$ cat src/sdg_pkg.sv
// Shared constants, carriers and lookup tables of the signal-detect gate.
// Assumes a 100 MHz system clock and 24-bit signed post-volume samples.
package sdg_pkg;

	// Eight input channels of one fixed sample width.
	localparam int SDG_CH = 8;
	localparam int SDG_SW = 24;

	// One sample word.
	typedef logic [SDG_SW-1:0] sdg_smp_t;

	// One sample frame for all channels, qualified by one strobe.
	typedef struct packed {
		logic valid;
		logic [SDG_CH-1:0][SDG_SW-1:0] data;
	} sdg_frame_t;

	// Register indices; the byte address is four times the index.
	localparam logic [13:0] SDG_IDX_CTRL [SDG_CH] = '{
		14'h0312, 14'h0316, 14'h031a, 14'h031e,
		14'h0320, 14'h0326, 14'h032a, 14'h032e
	};
	localparam logic [13:0] SDG_IDX_GLB = 14'h0340;
	localparam logic [13:0] SDG_IDX_STAT = 14'h0350;
	localparam logic [13:0] SDG_IDX_MASK = 14'h0351;
	localparam logic [13:0] SDG_IDX_STATE = 14'h0352;

	// Field positions.
	localparam int SDG_EN_BIT = 15;
	localparam int SDG_THR_MSB = 8;
	localparam int SDG_THR_LSB = 4;
	localparam int SDG_HOLD_MSB = 3;
	localparam int SDG_HOLD_LSB = 0;

	// Values after reset.
	localparam logic [4:0] SDG_THR_RST = 5'h00;
	localparam logic [3:0] SDG_HOLD_RST = 4'h1;

	// Hold time is counted in ticks of this period.
	localparam int SDG_CLK_MHZ = 100;
	localparam int SDG_TICK_MS = 4;
	localparam int SDG_TICK_CYC = SDG_TICK_MS * 1000 * SDG_CLK_MHZ;
	localparam int SDG_TICK_W = 20;

	// Threshold code to magnitude on a 24-bit full scale; reserved codes act as the lowest level.
	function automatic sdg_smp_t sdg_thr_level(input logic [4:0] code);
		case (code)
			5'h00: sdg_thr_level = 24'h040000;
			5'h01: sdg_thr_level = 24'h020000;
			5'h02: sdg_thr_level = 24'h010000;
			5'h03: sdg_thr_level = 24'h008000;
			5'h04: sdg_thr_level = 24'h005f96;
			5'h05: sdg_thr_level = 24'h004000;
			5'h06: sdg_thr_level = 24'h002fe8;
			5'h07: sdg_thr_level = 24'h002000;
			5'h08: sdg_thr_level = 24'h001000;
			5'h09: sdg_thr_level = 24'h000bfa;
			5'h0a: sdg_thr_level = 24'h000800;
			5'h0b: sdg_thr_level = 24'h000608;
			5'h0c: sdg_thr_level = 24'h000400;
			default: sdg_thr_level = 24'h0002fd;
		endcase
	endfunction

	// Hold code to whole ticks; the upper codes are not linear, and reserved code 0 acts as code 1.
	function automatic logic [7:0] sdg_hold_ticks(input logic [3:0] code);
		case (code)
			4'h0: sdg_hold_ticks = 8'h01;
			4'hb: sdg_hold_ticks = 8'h0c;
			4'hc: sdg_hold_ticks = 8'h18;
			4'hd: sdg_hold_ticks = 8'h30;
			4'he: sdg_hold_ticks = 8'h60;
			4'hf: sdg_hold_ticks = 8'hc0;
			default: sdg_hold_ticks = {4'h0, code};
		endcase
	endfunction

endpackage

$ cat src/sdg_chan.sv
// One channel of the signal-detect gate: level compare, hold timer, output gate.
// Assumes samples and the hold tick come from logic on sys_clk.
`timescale 1ns/1ps
module sdg_chan (
	input wire logic sys_clk, // System clock.
	input wire logic rst, // Synchronous reset, active high.
	input wire logic det_en, // Detection enable of this channel.
	input wire sdg_pkg::sdg_smp_t thr_level, // Threshold magnitude.
	input wire logic [7:0] hold_ticks, // Hold time in ticks.
	input wire logic tick, // One-cycle hold tick.
	input wire logic in_valid, // Input sample strobe.
	input wire sdg_pkg::sdg_smp_t in_data, // Post-volume input sample.
	output logic out_valid, // Output sample strobe.
	output sdg_pkg::sdg_smp_t out_data, // Gated output sample.
	output logic detected // Channel is unmuted by detection.
);
	import sdg_pkg::*;

	sdg_smp_t mag; // Sample magnitude.
	logic is_above; // Sample exceeds the threshold.
	logic det_reg, det_next;
	logic above_reg, above_next;
	logic ov_reg, ov_next;
	sdg_smp_t od_reg, od_next;
	logic [7:0] cnt_reg, cnt_next; // Ticks spent below since the last loud sample.
	logic [8:0] since_reg, since_next; // Checker helper: ticks spent below the threshold.

	// Level is taken on the sample after mute and volume, so a muted path never detects.
	assign mag = in_data[SDG_SW-1] ? (~in_data + 1'b1) : in_data;
	assign is_above = mag > thr_level;

	// Detection state, hold count and the gated output.
	always_comb begin
		det_next = det_reg;
		above_next = above_reg;
		cnt_next = cnt_reg;
		if (!det_en) begin
			det_next = 1'b0;
			above_next = 1'b0;
			cnt_next = 8'h00;
		end else if (in_valid && is_above) begin
			// Unmute on this very sample and restart the hold time.
			det_next = 1'b1;
			above_next = 1'b1;
			cnt_next = 8'h00;
		end else begin
			if (in_valid) begin
				above_next = 1'b0;
			end
			if (det_reg && !above_next && tick) begin
				// The compare is >= so a hold code changed mid-count cannot be skipped.
				if (cnt_reg >= hold_ticks) begin
					det_next = 1'b0;
					cnt_next = 8'h00;
				end else begin
					cnt_next = cnt_reg + 8'h01;
				end
			end
		end
		ov_next = in_valid;
		od_next = od_reg;
		if (in_valid) begin
			od_next = (det_en && !det_next) ? '0 : in_data;
		end
	end

	// Register the channel state.
	always_ff @(posedge sys_clk) begin
		if (rst) begin
			det_reg <= 1'b0;
			above_reg <= 1'b0;
			cnt_reg <= 8'h00;
			ov_reg <= 1'b0;
			od_reg <= '0;
		end else begin
			det_reg <= det_next;
			above_reg <= above_next;
			cnt_reg <= cnt_next;
			ov_reg <= ov_next;
			od_reg <= od_next;
		end
	end

	// Checker helper, counted independently of the hold logic.
	always_comb begin
		since_next = since_reg;
		// Time below starts at the first quiet sample, so a loud sample that still stands keeps it at zero.
		if (!det_en || (in_valid ? is_above : above_reg)) begin
			since_next = 9'h000;
		end else if (tick && !since_reg[8]) begin
			since_next = since_reg + 9'h001;
		end
	end

	// Register the helper.
	always_ff @(posedge sys_clk) begin
		if (rst) begin
			since_reg <= 9'h000;
		end else begin
			since_reg <= since_next;
		end
	end

	assign out_valid = ov_reg;
	assign out_data = od_reg;
	assign detected = det_reg;

	chk_unmute_now: assert property (@(posedge sys_clk) disable iff (rst)
		det_en && in_valid && is_above |=> det_reg && od_reg == $past(in_data))
		else $error("loud sample did not unmute at once");
	chk_muted_zero: assert property (@(posedge sys_clk) disable iff (rst)
		ov_reg && $past(det_en) && !det_reg |-> od_reg == '0)
		else $error("muted channel passed a nonzero sample");
	chk_disabled_pass: assert property (@(posedge sys_clk) disable iff (rst)
		in_valid && !det_en |=> !det_reg && od_reg == $past(in_data))
		else $error("disabled channel gated or detected");
	chk_hold_min: assert property (@(posedge sys_clk) disable iff (rst)
		$fell(det_reg) && det_en && $past(det_en) |-> since_reg > {1'b0, $past(hold_ticks)})
		else $error("mute applied before hold time ran out");
	chk_hold_max: assert property (@(posedge sys_clk) disable iff (rst)
		det_en && $past(det_en) && $stable(hold_ticks) && since_reg > {1'b0, hold_ticks} + 9'h001
		|-> !det_reg)
		else $error("mute late after hold time");
	chk_hold_restart: assert property (@(posedge sys_clk) disable iff (rst)
		det_en && det_reg && in_valid && is_above |=> cnt_reg == 8'h00 && det_reg)
		else $error("hold count not restarted");
endmodule

$ cat src/sdg_top.sv
// Signal-detect gate for eight input channels with APB registers and one interrupt.
// Assumes frames arrive on sys_clk after the volume stage and APB runs on sys_clk.
// Assumes software keeps each watched path enabled and unmuted upstream, at a low sample rate.
// Limitation: the hold tick runs free, so every hold time has a spread of one tick.
`timescale 1ns/1ps
module sdg_top #(
	parameter int TICK_CYCLES = sdg_pkg::SDG_TICK_CYC // Cycles per hold tick.
) (
	input wire logic sys_clk, // System clock, 100 MHz.
	input wire logic rst, // Synchronous reset, active high.
	input wire logic psel, // APB select.
	input wire logic penable, // APB enable.
	input wire logic pwrite, // APB write direction.
	input wire logic [15:0] paddr, // APB byte address.
	input wire logic [31:0] pwdata, // APB write data.
	input wire logic [3:0] pstrb, // APB write byte strobes.
	output logic [31:0] prdata, // APB read data.
	output logic pready, // APB ready.
	output logic pslverr, // APB error for unmapped address.
	input wire sdg_pkg::sdg_frame_t in_frame, // Post-volume input frame.
	output sdg_pkg::sdg_frame_t out_frame, // Gated output frame.
	output logic irq // Level interrupt.
);
	import sdg_pkg::*;

	// Control and status state.
	logic [SDG_CH-1:0] en_reg, en_next; // Detect enables.
	logic [4:0] thr_reg, thr_next; // Threshold code.
	logic [3:0] hold_reg, hold_next; // Hold code.
	logic stat_reg, stat_next; // Sticky detect event.
	logic mask_reg, mask_next; // Interrupt enable for the event.
	logic arm_reg, arm_next; // Event may fire again.
	logic irq_reg, irq_next;

	// Bus response state.
	logic pready_reg, pready_next;
	logic pslverr_reg, pslverr_next;
	logic [31:0] prdata_reg, prdata_next;

	// Hold tick prescaler.
	logic [SDG_TICK_W-1:0] tcnt_reg, tcnt_next;
	logic tick_reg, tick_next;

	// Decode results and channel wires.
	logic [13:0] idx; // Word index of the current address.
	logic hit; // Address maps to a register.
	logic [31:0] rd_val; // Read value of the addressed register.
	logic setup; // APB setup cycle.
	logic done; // APB access completes at this edge.
	logic wr_ok; // Write takes effect at this edge.
	logic rd_stat; // Status read completes at this edge.
	logic ev; // Detect event of this cycle.
	logic any_det; // Any channel unmuted by detection.
	sdg_smp_t thr_level; // Threshold magnitude.
	logic [7:0] hold_ticks; // Hold in ticks.
	logic [SDG_CH-1:0] det_w; // Per-channel detect flags.
	logic [SDG_CH-1:0] ov_w; // Per-channel output strobes.
	logic [SDG_CH-1:0][SDG_SW-1:0] od_w; // Per-channel gated samples.

	assign idx = paddr[15:2];
	assign setup = psel && !penable;
	assign done = psel && penable && pready_reg;
	assign wr_ok = done && pwrite && !pslverr_reg;
	assign rd_stat = done && !pwrite && !pslverr_reg && paddr[1:0] == 2'h0 && idx == SDG_IDX_STAT;

	// One threshold and one hold time serve every channel.
	assign thr_level = sdg_thr_level(thr_reg);
	assign hold_ticks = sdg_hold_ticks(hold_reg);

	// Address decode and read mux; registers sit in the low 16 bits.
	always_comb begin
		hit = 1'b0;
		rd_val = 32'h00000000;
		// Misaligned addresses map to nothing and answer with an error.
		if (paddr[1:0] != 2'h0) begin
			hit = 1'b0;
		end else if (idx == SDG_IDX_GLB) begin
			hit = 1'b1;
			rd_val[SDG_THR_MSB:SDG_THR_LSB] = thr_reg;
			rd_val[SDG_HOLD_MSB:SDG_HOLD_LSB] = hold_reg;
		end else if (idx == SDG_IDX_STAT) begin
			hit = 1'b1;
			rd_val[0] = stat_reg;
		end else if (idx == SDG_IDX_MASK) begin
			hit = 1'b1;
			rd_val[0] = mask_reg;
		end else if (idx == SDG_IDX_STATE) begin
			hit = 1'b1;
			rd_val[SDG_CH-1:0] = det_w;
			rd_val[SDG_CH] = arm_reg;
		end else begin
			// The channel controls are scattered, so they are matched one by one.
			for (int i = 0; i < SDG_CH; i++) begin
				if (idx == SDG_IDX_CTRL[i]) begin
					hit = 1'b1;
					rd_val[SDG_EN_BIT] = en_reg[i];
				end
			end
		end
	end

	// Zero-wait-state slave: the answer is prepared in setup and shown in access.
	always_comb begin
		pready_next = setup;
		pslverr_next = setup && !hit;
		prdata_next = prdata_reg;
		// Read data is captured in setup, so a status read returns the value before its own clear.
		if (setup) begin
			prdata_next = pwrite ? 32'h00000000 : rd_val;
		end
	end

	// Register writes, honouring byte strobes of the low two lanes.
	always_comb begin
		en_next = en_reg;
		thr_next = thr_reg;
		hold_next = hold_reg;
		mask_next = mask_reg;
		// A refused access never reaches the registers.
		if (wr_ok && paddr[1:0] == 2'h0) begin
			if (idx == SDG_IDX_GLB) begin
				// The threshold field straddles the two low byte lanes, so each lane writes its own part.
				if (pstrb[1]) begin
					thr_next[4] = pwdata[SDG_THR_MSB];
				end
				if (pstrb[0]) begin
					thr_next[3:0] = pwdata[SDG_THR_MSB-1:SDG_THR_LSB];
					hold_next = pwdata[SDG_HOLD_MSB:SDG_HOLD_LSB];
				end
			end else if (idx == SDG_IDX_MASK) begin
				if (pstrb[0]) begin
					mask_next = pwdata[0];
				end
			end else begin
				for (int i = 0; i < SDG_CH; i++) begin
					if (idx == SDG_IDX_CTRL[i] && pstrb[1]) begin
						en_next[i] = pwdata[SDG_EN_BIT];
					end
				end
			end
		end
	end

	// Detect event, re-arm and sticky status; a new event wins over a read clear.
	always_comb begin
		any_det = |det_w;
		ev = arm_reg && any_det;
		arm_next = arm_reg;
		if (ev) begin
			arm_next = 1'b0;
		end else if (!any_det) begin
			// Waiting for every channel to go quiet keeps one burst to one interrupt.
			arm_next = 1'b1;
		end
		stat_next = stat_reg;
		// Only a bit that the reader actually saw is cleared, so an event in flight is not lost.
		if (rd_stat && prdata_reg[0]) begin
			stat_next = 1'b0;
		end
		// Placed after the clear, so an event in the clearing cycle wins.
		if (ev) begin
			stat_next = 1'b1;
		end
		irq_next = stat_next && mask_next;
	end

	// Hold tick prescaler; the tick phase gives the documented 4 ms spread.
	always_comb begin
		tick_next = 1'b0;
		tcnt_next = tcnt_reg + 1'b1;
		// One shared prescaler saves a counter per channel at the cost of the tick spread.
		if (tcnt_reg == SDG_TICK_W'(TICK_CYCLES - 1)) begin
			tcnt_next = '0;
			tick_next = 1'b1;
		end
	end

	// Register all top-level state.
	always_ff @(posedge sys_clk) begin
		if (rst) begin
			en_reg <= '0;
			thr_reg <= SDG_THR_RST;
			hold_reg <= SDG_HOLD_RST;
			stat_reg <= 1'b0;
			mask_reg <= 1'b0;
			// Armed from reset, so the first detection after reset is reported.
			arm_reg <= 1'b1;
			irq_reg <= 1'b0;
			pready_reg <= 1'b0;
			pslverr_reg <= 1'b0;
			prdata_reg <= 32'h00000000;
			tcnt_reg <= '0;
			tick_reg <= 1'b0;
		end else begin
			en_reg <= en_next;
			thr_reg <= thr_next;
			hold_reg <= hold_next;
			stat_reg <= stat_next;
			mask_reg <= mask_next;
			arm_reg <= arm_next;
			irq_reg <= irq_next;
			pready_reg <= pready_next;
			pslverr_reg <= pslverr_next;
			prdata_reg <= prdata_next;
			tcnt_reg <= tcnt_next;
			tick_reg <= tick_next;
		end
	end

	// One detector per channel.
	// Each channel keeps its own hold count, but all share the tick and the table lookups.
	for (genvar g = 0; g < SDG_CH; g++) begin : g_ch
		sdg_chan u_chan (
			.sys_clk(sys_clk),
			.rst(rst),
			.det_en(en_reg[g]),
			.thr_level(thr_level),
			.hold_ticks(hold_ticks),
			.tick(tick_reg),
			.in_valid(in_frame.valid),
			.in_data(in_frame.data[g]),
			.out_valid(ov_w[g]),
			.out_data(od_w[g]),
			.detected(det_w[g])
		);
	end

	// All channels share one strobe, so channel 0 stands for the frame.
	assign out_frame.valid = ov_w[0];
	assign out_frame.data = od_w;
	assign prdata = prdata_reg;
	assign pready = pready_reg;
	assign pslverr = pslverr_reg;
	assign irq = irq_reg;

	// Checks of the event, bus and hold logic; all but chk_hold_reset are disabled while reset is high.
	// Each check names the rule that it guards where there is one.
	chk_event_or: assert property (@(posedge sys_clk) disable iff (rst)
		arm_reg && $rose(det_w[SDG_CH-1]) |=> stat_reg && !arm_reg)
		else $error("channel detect did not raise the event");
	chk_event_armed: assert property (@(posedge sys_clk) disable iff (rst)
		!arm_reg && any_det |=> !arm_reg && !$rose(stat_reg))
		else $error("event re-armed while a channel detects");
	chk_irq_mask: assert property (@(posedge sys_clk) disable iff (rst)
		ev && mask_reg && !wr_ok |=> irq_reg ##1 (irq_reg || !stat_reg || !mask_reg))
		else $error("unmasked event did not raise irq");
	chk_apb_answer: assert property (@(posedge sys_clk) disable iff (rst)
		setup |=> pready_reg && pslverr_reg == !$past(hit) ##1 !pready_reg)
		else $error("apb answer not one cycle after setup");
	chk_hold_reset: assert property (@(posedge sys_clk)
		$past(rst) && !rst |-> hold_reg == SDG_HOLD_RST && hold_ticks == 8'h01)
		else $error("hold code not reset to one");

	// The interrupt pin is exactly the registered status gated by its mask.
	chk_irq_level: assert property (@(posedge sys_clk) disable iff (rst)
		irq_reg == (stat_reg && mask_reg))
		else $error("irq does not follow status and mask");

	// A refused write leaves every register as it was.
	chk_err_no_write: assert property (@(posedge sys_clk) disable iff (rst)
		done && pwrite && pslverr_reg
		|=> $stable(en_reg) && $stable(thr_reg) && $stable(hold_reg) && $stable(mask_reg))
		else $error("refused write changed a register");

	// Every input frame leaves one cycle later, whatever the gating.
	chk_out_strobe: assert property (@(posedge sys_clk) disable iff (rst)
		in_frame.valid |=> out_frame.valid)
		else $error("output frame strobe missing");

	// The hold tick is a single-cycle pulse at the prescaler wrap.
	chk_tick_single: assert property (@(posedge sys_clk) disable iff (rst)
		tick_reg |=> !tick_reg)
		else $error("hold tick longer than one cycle");

	// The tick and the wrapped prescaler always line up.
	chk_tick_phase: assert property (@(posedge sys_clk) disable iff (rst)
		tick_reg |-> tcnt_reg == '0)
		else $error("hold tick out of phase with prescaler");

	// With no channel detecting, the event is armed again at the next edge.
	chk_rearm_quiet: assert property (@(posedge sys_clk) disable iff (rst)
		!any_det |=> arm_reg)
		else $error("event not re-armed after all channels went quiet");

	// A status read clears the bit it returned, unless a new event arrives.
	chk_clear_on_read: assert property (@(posedge sys_clk) disable iff (rst)
		rd_stat && prdata_reg[0] && !ev |=> !stat_reg)
		else $error("status not cleared by its read");
endmodule

$ cat config.mk
export PLATFORM = sky130hd
export DESIGN_NAME = sdg_top
export DESIGN_NICKNAME = d
export VERILOG_FILES = /design/src/sdg_pkg.sv /design/src/sdg_chan.sv /design/src/sdg_top.sv
export SDC_FILE = /design/constraint.sdc
export NUM_CORES = 1
export LEC_CHECK = 0
export BUFFER_PORTS_ARGS = -buffer_cell sky130_fd_sc_hd__buf_2
export CORE_MARGIN = 10
export CORE_UTILIZATION = 36
export CTS_BUF_LIST = sky130_fd_sc_hd__clkbuf_2 sky130_fd_sc_hd__clkbuf_4 sky130_fd_sc_hd__clkbuf_8
export DETAILED_ROUTE_END_ITERATION = 12
export PLACE_DENSITY_LB_ADDON = 0.12
export SYNTH_ARGS = -nofsm -noshare
export SYNTH_HDL_FRONTEND = slang
export SYNTH_HIERARCHICAL = 1
export SYNTH_SLANG_ARGS = --single-unit
$ cat constraint.sdc
create_clock -name sys_clk -period 4.5 [get_ports sys_clk]
set_input_delay 0.675 -clock sys_clk [delete_from_list [all_inputs] [get_ports sys_clk]]
set_output_delay 0.675 -clock sys_clk [all_outputs]
set_load 0.05 [all_outputs]
==> results of run 1 <==
-- how the worst min path moves through the flow --
| stage | depth (start not counted) | end | slack, ns | startpoint |
|---|---|---|---|---|
| after CTS | 2 | hold_reg[0]$_SDFFE_PP1P_ | 0.20 | pwdata[0] |
| after global placement | 1 | tcnt_reg[0]$_SDFF_PP0_ | 0.42 | tcnt_reg[0]$_SDFF_PP0_ |
| after floorplan | 1 | tcnt_reg[0]$_SDFF_PP0_ | 0.41 | tcnt_reg[0]$_SDFF_PP0_ |
| after detailed placement | 1 | tcnt_reg[0]$_SDFF_PP0_ | 0.43 | tcnt_reg[0]$_SDFF_PP0_ |
| final | 2 | hold_reg[0]$_SDFFE_PP1P_ | 0.26 | pwdata[0] |
| after global routing | 2 | hold_reg[0]$_SDFFE_PP1P_ | 0.26 | pwdata[0] |
-- cell usage in the layout, fill, tap and decap left out, types with 17 or more instances in the layout --
cell / count
o21a_1: 17
a32oi_1: 168
o21ai_0: 244
inv_1: 453
a21oi_1: 113
nor2b_1: 36
nand2_1: 152
buf_4: 65
clkbuf_8: 86
nor2b_2: 17
nor2_1: 151
xor2_1: 29
o41ai_1: 27
nor4_1: 25
o211ai_1: 19
mux2i_1: 22
or2_2: 17
nand3_1: 59
dfxtp_1: 345
nand2b_1: 43
conb_1: 62
nand4_1: 97
buf_2: 430
nor3_1: 17
xnor2_1: 213
a22o_1: 24
o31ai_1: 37
o21ai_1: 25
ha_1: 278
a21o_1: 24
and2_1: 48
-- stage by stage --
| stage | worst slack [ns] | cell area [µm²] |
|---|---|---|
| 3_3_place_gp | -0.01543 | 28920 |
| 3_5_place_dp | -0.07767 | 28920 |
| 4_1_cts | 0.6214 | 30390 |
| 5_1_grt | 0.2185 | 30400 |
| 6_report | 0.5210 | 30400 |
| 2_1_floorplan | 0.5224 | 25680 |
-- metal layers --
layer / routed length [µm] / GRT usage (%) / vias to the layer above
li1: - / - / 11960
met1: 41100 / 27.31 / 11080
met2: 41820 / 34.77 / 521
met3: 4571 / 4.012 / 93
met4: 1487 / 4.882 / 10
met5: 53 / 0 / -
-- area by class of cell --
class                           count  area [µm²]  area share (%)
Antenna cell                        3       7.507         0.02469
Clock buffer                      102        1304           4.288
Clock inverter                     17       171.4          0.5638
Inverter                          455        1708           5.618
Multi-Input combinational cell   2211       16410           53.97
Sequential cell                   345        6907           22.72
Tap cell                          940        1176           3.869
Timing Repair Buffer              499        2720           8.947
-- power breakdown --
group | total, W | switching (W) | internal (W) | leakage (nW)
logic | 0.00200 | 0.00136 | 0.000636 | 9.19
registers | 0.00328 | 0.0000778 | 0.00320 | 2.82
clock network | 0.00351 | 0.00148 | 0.00202 | 0.778
==> results_dict.tcl, run 1 <==
set metrics [dict create \
    status "completed" \
    postCtsResizedCells 0 \
    h-tree-depth 3 \
    avgViaCountPerCell 5.175 \
    regToRegEndpoint "g_ch[0].u_chan/cnt_reg[6]$_SDFFE_PP0P_" \
    peakVddDrop_uv 217.4 \
    syn_area_per_cell_um2 8.227 \
    max_freq_ghz 0.2513 \
    grt.total_usage_pct 20.83 \
    final_antenna_net_count 0 \
    critPathBufInv 4 \
    cts_tree "done" \
    io_pins 478 \
    clockRootBuffer "clkbuf_8" \
    fin_util_pct 43.41 \
    startpoint_type "primary input" \
    maxCapViolCount 0 \
    critPathLaunch "in_frame[1]" \
    finalSetupViolCount 0 \
    finClkSkew_ns 0.03807 \
    netlist_area_um2 25450 \
    grt_max_degree 54 \
    dr.pass1.iters 6 \
    rr_worst_depth 11 \
    final_nets 4110 \
    finalNonFillerCells 4572 \
    cp-end-kind "flop" \
    clockBufferDepth 3 \
    cp_data_required_time_ns 5.09 \
    slowest_delay_ns 0.47 \
    hp-class "in2reg" \
    core_um2 70030 \
    worst-path-stages 18 \
    powerDensity_nw_per_um2 288.9 \
    critPathTopFamily "simple AND/OR/NAND/NOR gates" \
    r2r_slack_ns 0.62 \
    drt_iter0_markers 1290 \
    place.port_buffers 431 \
    die_area_um2 81720 \
    die_w_um 285.9 \
    dpl.hpwl_mm 66.77 \
    overflow 0 \
    drive_gt1_share_pct 20.53 \
    cp-endpoint "g_ch[0].u_chan/cnt_reg[6]$_SDFFE_PP0P_" \
    p_leak_nw 12.79 \
    hold_buffers 0 \
    finalHoldViolCount 0 \
    clk_latency_ns 0.66 \
    setup.worst_path.class "in2reg" \
    ys.warnings.count 6 \
    grt_pass1_vias 22890 \
    numClockSinks 345 \
    finalPower_w 0.008784 \
    syn_to_final_growth_pct 19.47 \
    vias 23660 \
    wl_per_cell_um 19.47 \
    cp_max_fo 8 \
    slew_headroom_pct 22.81 \
    drc 0 \
    hold_ws_ns 0.2633 \
    numCtsBuffers 70 \
    fillers 7225 \
    dp_cells 4450 \
    largest_register_ffs 192 \
    antenna_found_initial 11 \
    cp.arrival_ns 4.56 \
    tightest_slew_ns 1.157 \
    routed_wirelength_mm 89.03 \
    rows 97 \
    rsz0062_at_grt "false" \
    syn_inst 3093 \
    die_h_um 285.9 \
    post-route-min-period_ns 3.979 \
    setup_tns_ns 0 \
    grt_first_pass_wirelength_mm 135.8 \
    place_congestion 0.8446 \
    cts_setup_buffers 0 \
    fin_crit_sh_pct 88.42 \
    slew_violations 0 \
    start_util_pct 36.34 \
    slowest_stage "a221o_1" \
    cts.clk_slew.worst_paths_ns 0.06 \
    cp_cell_sequence "buf_2, inv_1, ha_1, nor2b_2, nand3_2, or3_4, or4_4, o41ai_2, xnor2_1, ha_1, nand4_1, nor4_1, buf_4, nor3b_1, buf_4, a21boi_0, a221o_1, nor2_1" \
    r2r_start "thr_reg[4]$_SDFFE_PP0P_" \
]
No activity file was read; power rests on OpenSTA's default activity.
==> inputs of run 2 (changes only) <==
--- a/config.mk
+++ b/config.mk
@@ -5,7 +5,7 @@
 export SDC_FILE = /design/constraint.sdc
 export NUM_CORES = 1
 export LEC_CHECK = 0
-export BUFFER_PORTS_ARGS = -buffer_cell sky130_fd_sc_hd__buf_2
+export BUFFER_PORTS_ARGS = -buffer_cell sky130_fd_sc_hd__buf_4
 export CORE_MARGIN = 10
 export CORE_UTILIZATION = 36
 export CTS_BUF_LIST = sky130_fd_sc_hd__clkbuf_2 sky130_fd_sc_hd__clkbuf_4 sky130_fd_sc_hd__clkbuf_8
==> results_dict.tcl, run 2 (synthesized netlist as in run 1, its figures left out) <==
set metrics [dict create \
    cts.clk_slew.worst_paths_ns 0.05 \
    grt_pass1_vias 23150 \
    dr.pass1.iters 7 \
    io_pins 478 \
    slew_violations 0 \
    internal-power_w 0.006188 \
    start_util_pct 36.34 \
    fin_util_pct 45.20 \
    dpl.hpwl_mm 67.70 \
    p_switching_w 0.002984 \
    largest_register_ffs 192 \
    die_w_um 285.9 \
    rsz0062_at_grt "false" \
    avgViaCountPerCell 5.166 \
    hp-class "in2reg" \
    clk_latency_ns 0.66 \
    gr-usage-met1_pct 27.08 \
    status "completed" \
    finClkSkew_ns 0.03095 \
    busiest_layer "met2" \
    cp-end-kind "flop" \
    final_antenna_net_count 0 \
    hold_buffers 0 \
    finalSetupViolCount 0 \
    seqCellArea_um2 6907 \
    cts_setup_buffers 0 \
    drive_gt1_share_pct 20.85 \
    cts_tree "done" \
    post-route-min-period_ns 3.858 \
    hold_ws_ns 0.2534 \
    antenna_found_initial 8 \
    pwr-share-comb_pct 23.3 \
    layout_common_cells "499 x buf_4, 453 x inv_1, 345 x dfxtp_1" \
    syn_to_final_growth_pct 24.39 \
    multi_input_area_um2 16410 \
    numClockSinks 345 \
    core_um2 70030 \
    cp.arrival_ns 4.39 \
    overflow 0 \
    clockBufferDepth 3 \
    cp_max_fo 8 \
    h-tree-depth 3 \
    final_common_cell "buf_4" \
    startpoint_type "primary input" \
    clockRootBuffer "clkbuf_8" \
    max_freq_ghz 0.2592 \
    clock_power_share_pct 40.9 \
    grt_first_pass_wirelength_mm 136.9 \
    tightest_slew_ns 1.142 \
    routed_wirelength_mm 89.28 \
    cp_data_required_time_ns 5.03 \
    fin_crit_sh_pct 85.73 \
    peakVddDrop_uv 207.7 \
    grtUsageMet3_pct 4.614 \
    powerDensity_nw_per_um2 289.8 \
    setup_tns_ns 0 \
    maxCapViolCount 0 \
    place_congestion 0.8559 \
    p_leak_nw 13.13 \
    grt.total_usage_pct 21.01 \
    finalHoldViolCount 0 \
    postCtsResizedCells 0 \
    die_h_um 285.9 \
    vias 23710 \
    final_nets 4116 \
    drc 0 \
    wl_per_cell_um 19.45 \
    setup.worst_path.class "in2reg" \
    power_frac_seq_pct 35.8 \
    numCtsBuffers 72 \
    grt_use_met2_pct 34.72 \
    drt_iter0_markers 1327 \
    place.port_buffers 431 \
    slew_headroom_pct 23.52 \
    fillers 7092 \
    grt_max_degree 41 \
    die_area_um2 81720 \
    rows 97 \
    swShare_pct 32.53 \
]
[run 2: final timing paths]
check,startpoint,to,slack [ns],cells after the start
max,in_frame[25],g_ch[1].u_chan/cnt_reg[6]$_SDFFE_PP0P_,0.64,17
min,pwdata[0],hold_reg[0]$_SDFFE_PP1P_,0.25,2
max reg2reg,thr_reg[4]$_SDFFE_PP0P_,g_ch[5].u_chan/cnt_reg[1]$_SDFFE_PP0P_,0.81,11
min reg2reg,tcnt_reg[0]$_SDFF_PP0_,tcnt_reg[0]$_SDFF_PP0_,0.45,1
[run 2: cell type report]
cell class                 instances  area share (%)
multi-input combinational       2211           51.83
tap                              940           3.716
clock inverter                    24          0.7194
timing repair buffer             503           12.09
clock buffer                     107           4.395
sequential                       345           21.82
antenna                            5         0.03953
inverter                         455           5.395
[run 2: routing by layer]
layer / part of all wire, % / wire, µm / up-vias
li1: - / - / 12030
met1: 45 / 40100 / 11020
met2: 47 / 42020 / 560
met3: 5.6 / 4962 / 103
met4: 2.5 / 2188 / 2
met5: 0.013 / 12 / -
[run 2: worst max-delay path, cell delays in order]
cell and delay [ns]:
buf_4 0.12, inv_1 0.08, ha_1 0.16, nor2b_2 0.20, nand3_2 0.11, or3_4 0.35, or4_4 0.46, o41ai_2 0.26
xnor2_1 0.14, ha_1 0.30, nand4_1 0.11, nor4_1 0.35, nor3b_1 0.23, buf_4 0.15, o31a_1 0.20, a221o_1 0.40
nor2_1 0.08
[run 2: power by group through the flow]
stage	Combinational, W	Sequential (W)	Clock [W]
after global routing	0.00234	0.00330	0.00401
final	0.00213	0.00329	0.00375
after CTS	0.00215	0.00328	0.00388
after detailed placement	0.00214	0.00335	0
after global placement	0.00213	0.00335	0
after floorplan	0.000912	0.00382	0
[run 2: stage by stage]
step | power [W] | std cells | area [µm²] | worst slack (ns)
finish | 0.009172 | 4590 | 31650 | 0.6421
global route | 0.009648 | 4590 | 31650 | 0.2781
CTS | 0.009308 | 4585 | 31640 | 0.7107
detailed placement | 0.005485 | 4454 | 30020 | -0.007860
global placement | 0.005480 | 4454 | 30020 | 0.003567
floorplan | 0.004734 | 3154 | 25680 | 0.5224
==> inputs of run 3 (changes only) <==
--- a/config.mk
+++ b/config.mk
@@ -7,11 +7,10 @@
 export LEC_CHECK = 0
 export BUFFER_PORTS_ARGS = -buffer_cell sky130_fd_sc_hd__buf_4
 export CORE_MARGIN = 10
-export CORE_UTILIZATION = 36
+export CORE_UTILIZATION = 52
 export CTS_BUF_LIST = sky130_fd_sc_hd__clkbuf_2 sky130_fd_sc_hd__clkbuf_4 sky130_fd_sc_hd__clkbuf_8
 export DETAILED_ROUTE_END_ITERATION = 12
 export PLACE_DENSITY_LB_ADDON = 0.12
 export SYNTH_ARGS = -nofsm -noshare
 export SYNTH_HDL_FRONTEND = slang
-export SYNTH_HIERARCHICAL = 1
 export SYNTH_SLANG_ARGS = --single-unit
==> results_dict.tcl, run 3 <==
set metrics [dict create \
    die_h_um 232.8 \
    dpl.hpwl_mm 63.19 \
    status "completed" \
    critPathLaunch "thr_reg[4]$_SDFFE_PP0P_" \
    clock_power_share_pct 37.8 \
    hp-class "in2reg" \
    clockRootBuffer "clkbuf_8" \
    max_freq_ghz 0.2493 \
    synth_edf_count 0 \
    hold_ws_ns 0.2298 \
    start_util_pct 52.90 \
    core_um2 44510 \
    drc 0 \
    tightest_slew_ns 1.193 \
    ys_seq_elements 345 \
    p_leak_nw 11.69 \
    rsz0062_at_grt "false" \
    rr_worst_depth 10 \
    postCtsResizedCells 0 \
    r2r_slack_ns 0.49 \
    slowest_delay_ns 0.87 \
    pwr-share-comb_pct 22.5 \
    cp_max_fo 24 \
    rows 77 \
    worstHoldPathCells 3 \
    final_antenna_net_count 0 \
    drive_gt1_share_pct 19.86 \
    antenna_found_initial 6 \
    synth_top_cell_by_area "dfxtp_1" \
    maxCapViolCount 0 \
    place.port_buffers 431 \
    hold_start "pwdata[0]" \
    startpoint_type "flop" \
    synth_top_family_by_area "compound AO/OA/AOI/OAI gates" \
    slowest_stage "nor2_2" \
    final_nets 3660 \
    cts_setup_buffers 0 \
    slew_violations 0 \
    cp-end-kind "flop" \
    fillers 3838 \
    place_area_um2 27430 \
    ys_top_cells_by_area "dfxtp_1 29%, ha_1 13%, a21boi_0 6.4%" \
    ys.warnings.count 0 \
    seq_area_frac_synth_pct 29.34 \
    power_frac_seq_pct 39.7 \
    multi_input_area_um2 15820 \
    routed_wirelength_mm 84.04 \
    clockBufferDepth 3 \
    syn_area_per_cell_um2 8.493 \
    slew_headroom_pct 20.36 \
    fin_area_um2 28710 \
    seqCellArea_um2 6907 \
    hold_buffers 0 \
    cts_tree "done" \
    grt_max_degree 116 \
    syn_inst 2772 \
    cp_cell_sequence "nor2_2, buf_4, ha_1, a21o_1, a21o_1, a221o_1, a221oi_1, o211a_1, buf_12, a41oi_1" \
    grt.total_usage_pct 29.20 \
    netlist_area_um2 23540 \
    peakVddDrop_uv 224.0 \
    synth_common_cells "360 x nand2_1, 345 x dfxtp_1, 237 x ha_1" \
    synth.distinct_cells 92 \
    numCtsBuffers 58 \
    synthMuxAreaShare_pct 1.026 \
    cts.clk_slew.worst_paths_ns 0.06 \
    vias 23750 \
    cp_data_required_time_ns 4.95 \
    post-place-ws_ns -0.02734 \
    clk_latency_ns 0.68 \
    overflow 0 \
    avgViaCountPerCell 6.224 \
    yosys.area_share.xor_xnor_pct 7.849 \
    post-route-min-period_ns 4.012 \
    swShare_pct 31.74 \
    grt_pass1_vias 22880 \
    yosysTopAreaCellShare_pct 29.34 \
    finalHoldViolCount 0 \
    die_area_um2 54190 \
    powerDensity_nw_per_um2 282.9 \
    cpMostUsedCell "a21o_1" \
    synth-simple-area-share_pct 19.34 \
    dr.pass1.iters 6 \
    final_common_cell "buf_4" \
    place_congestion 0.9241 \
    io_pins 478 \
    synth-adder-area-share_pct 12.59 \
    worst_slack_ns 0.4885 \
    drt_iter0_markers 2114 \
    internal-power_w 0.005543 \
    h-tree-depth 2 \
    synth_compound_area_share_pct 25.78 \
    grt_first_pass_wirelength_mm 127.4 \
    yosys.cell_count.top_type "nand2_1" \
    setup.worst_path.class "reg2reg" \
    cp.arrival_ns 4.46 \
    fin_crit_sh_pct 89.14 \
    p_switching_w 0.002578 \
    fin_util_pct 64.50 \
    numClockSinks 345 \
    finalPower_w 0.008121 \
    largest_register_ffs 192 \
    die_w_um 232.8 \
    finalSetupViolCount 0 \
    finClkSkew_ns 0.03210 \
    synthArstFlopShare_pct 0 \
    wl_per_cell_um 22.03 \
    syn_to_final_growth_pct 21.94 \
    r2r_start "thr_reg[4]$_SDFFE_PP0P_" \
    synth_ff_type "dfxtp_1" \
    layout_common_cells "479 x buf_4, 360 x nand2_1, 345 x dfxtp_1" \
]
## run 3: final cells by class
| class | count | share of cell area [%] |
|---|---|---|
| clock inverters | 15 | 0.4837 |
| multi-input cells | 2229 | 55.09 |
| flip-flops and latches | 345 | 24.06 |
| diodes | 6 | 0.05230 |
| clock buffers | 89 | 3.918 |
| repair buffers | 488 | 13.15 |
| well taps | 592 | 2.580 |
| inverters | 51 | 0.6668 |
## run 3: through the flow
stage	TNS (ns)	std cells
after detailed placement	-0.04083	3705
after global placement	0	3705
after floorplan	0	2793
after CTS	0	3809
final	0	3815
after global routing	0	3812
## run 3: cell families after synthesis
logic type | after synthesis
AO/OA/AOI/OAI | 814
XOR/XNOR | 211
adder cells (fa/ha/maj) | 237
buffers and inverters | 219
flip-flops | 345
multiplexers | 24
other | 1
AND/OR/NAND/NOR | 921
## run 3: power groups by stage
stage          registers [W]  clock network [W]  logic, W
6_report             0.00322            0.00307   0.00182
4_1_cts              0.00322            0.00313   0.00181
2_1_floorplan        0.00363                  0  0.000791
3_3_place_gp         0.00329                  0   0.00174
3_5_place_dp         0.00329                  0   0.00180
5_1_grt              0.00323            0.00326   0.00196
## run 3: critical path: cells and delay by family (launching register included)
family	cells	cell delay [ns]
AO/OA/AOI/OAI	6	1.55
flip-flops	1	0.56
AND/OR/NAND/NOR	1	0.87
adder cells (fa/ha/maj)	1	0.25
buffers and inverters	2	0.52
## run 3: routing by layer
metal | up-vias | global-route usage (%) | part of all wire (%)
met1 | 11370 | 35.60 | 40
met4 | 4 | 13.02 | 3.9
met3 | 189 | 5.257 | 8.0
met2 | 980 | 49.38 | 48
li1 | 11200 | - | -
met5 | - | 0 | 0.032
## run 3: worst paths after layout
| kind | end |
|---|---|
| hold reg to reg | g_ch[5].u_chan.above_reg$_SDFF_PP0_ |
| setup / recovery | g_ch[2].u_chan.out_data[15]$_SDFFE_PP0P_ |
| setup reg to reg | g_ch[2].u_chan.out_data[15]$_SDFFE_PP0P_ |
| hold / removal | hold_reg[0]$_SDFFE_PP1P_ |
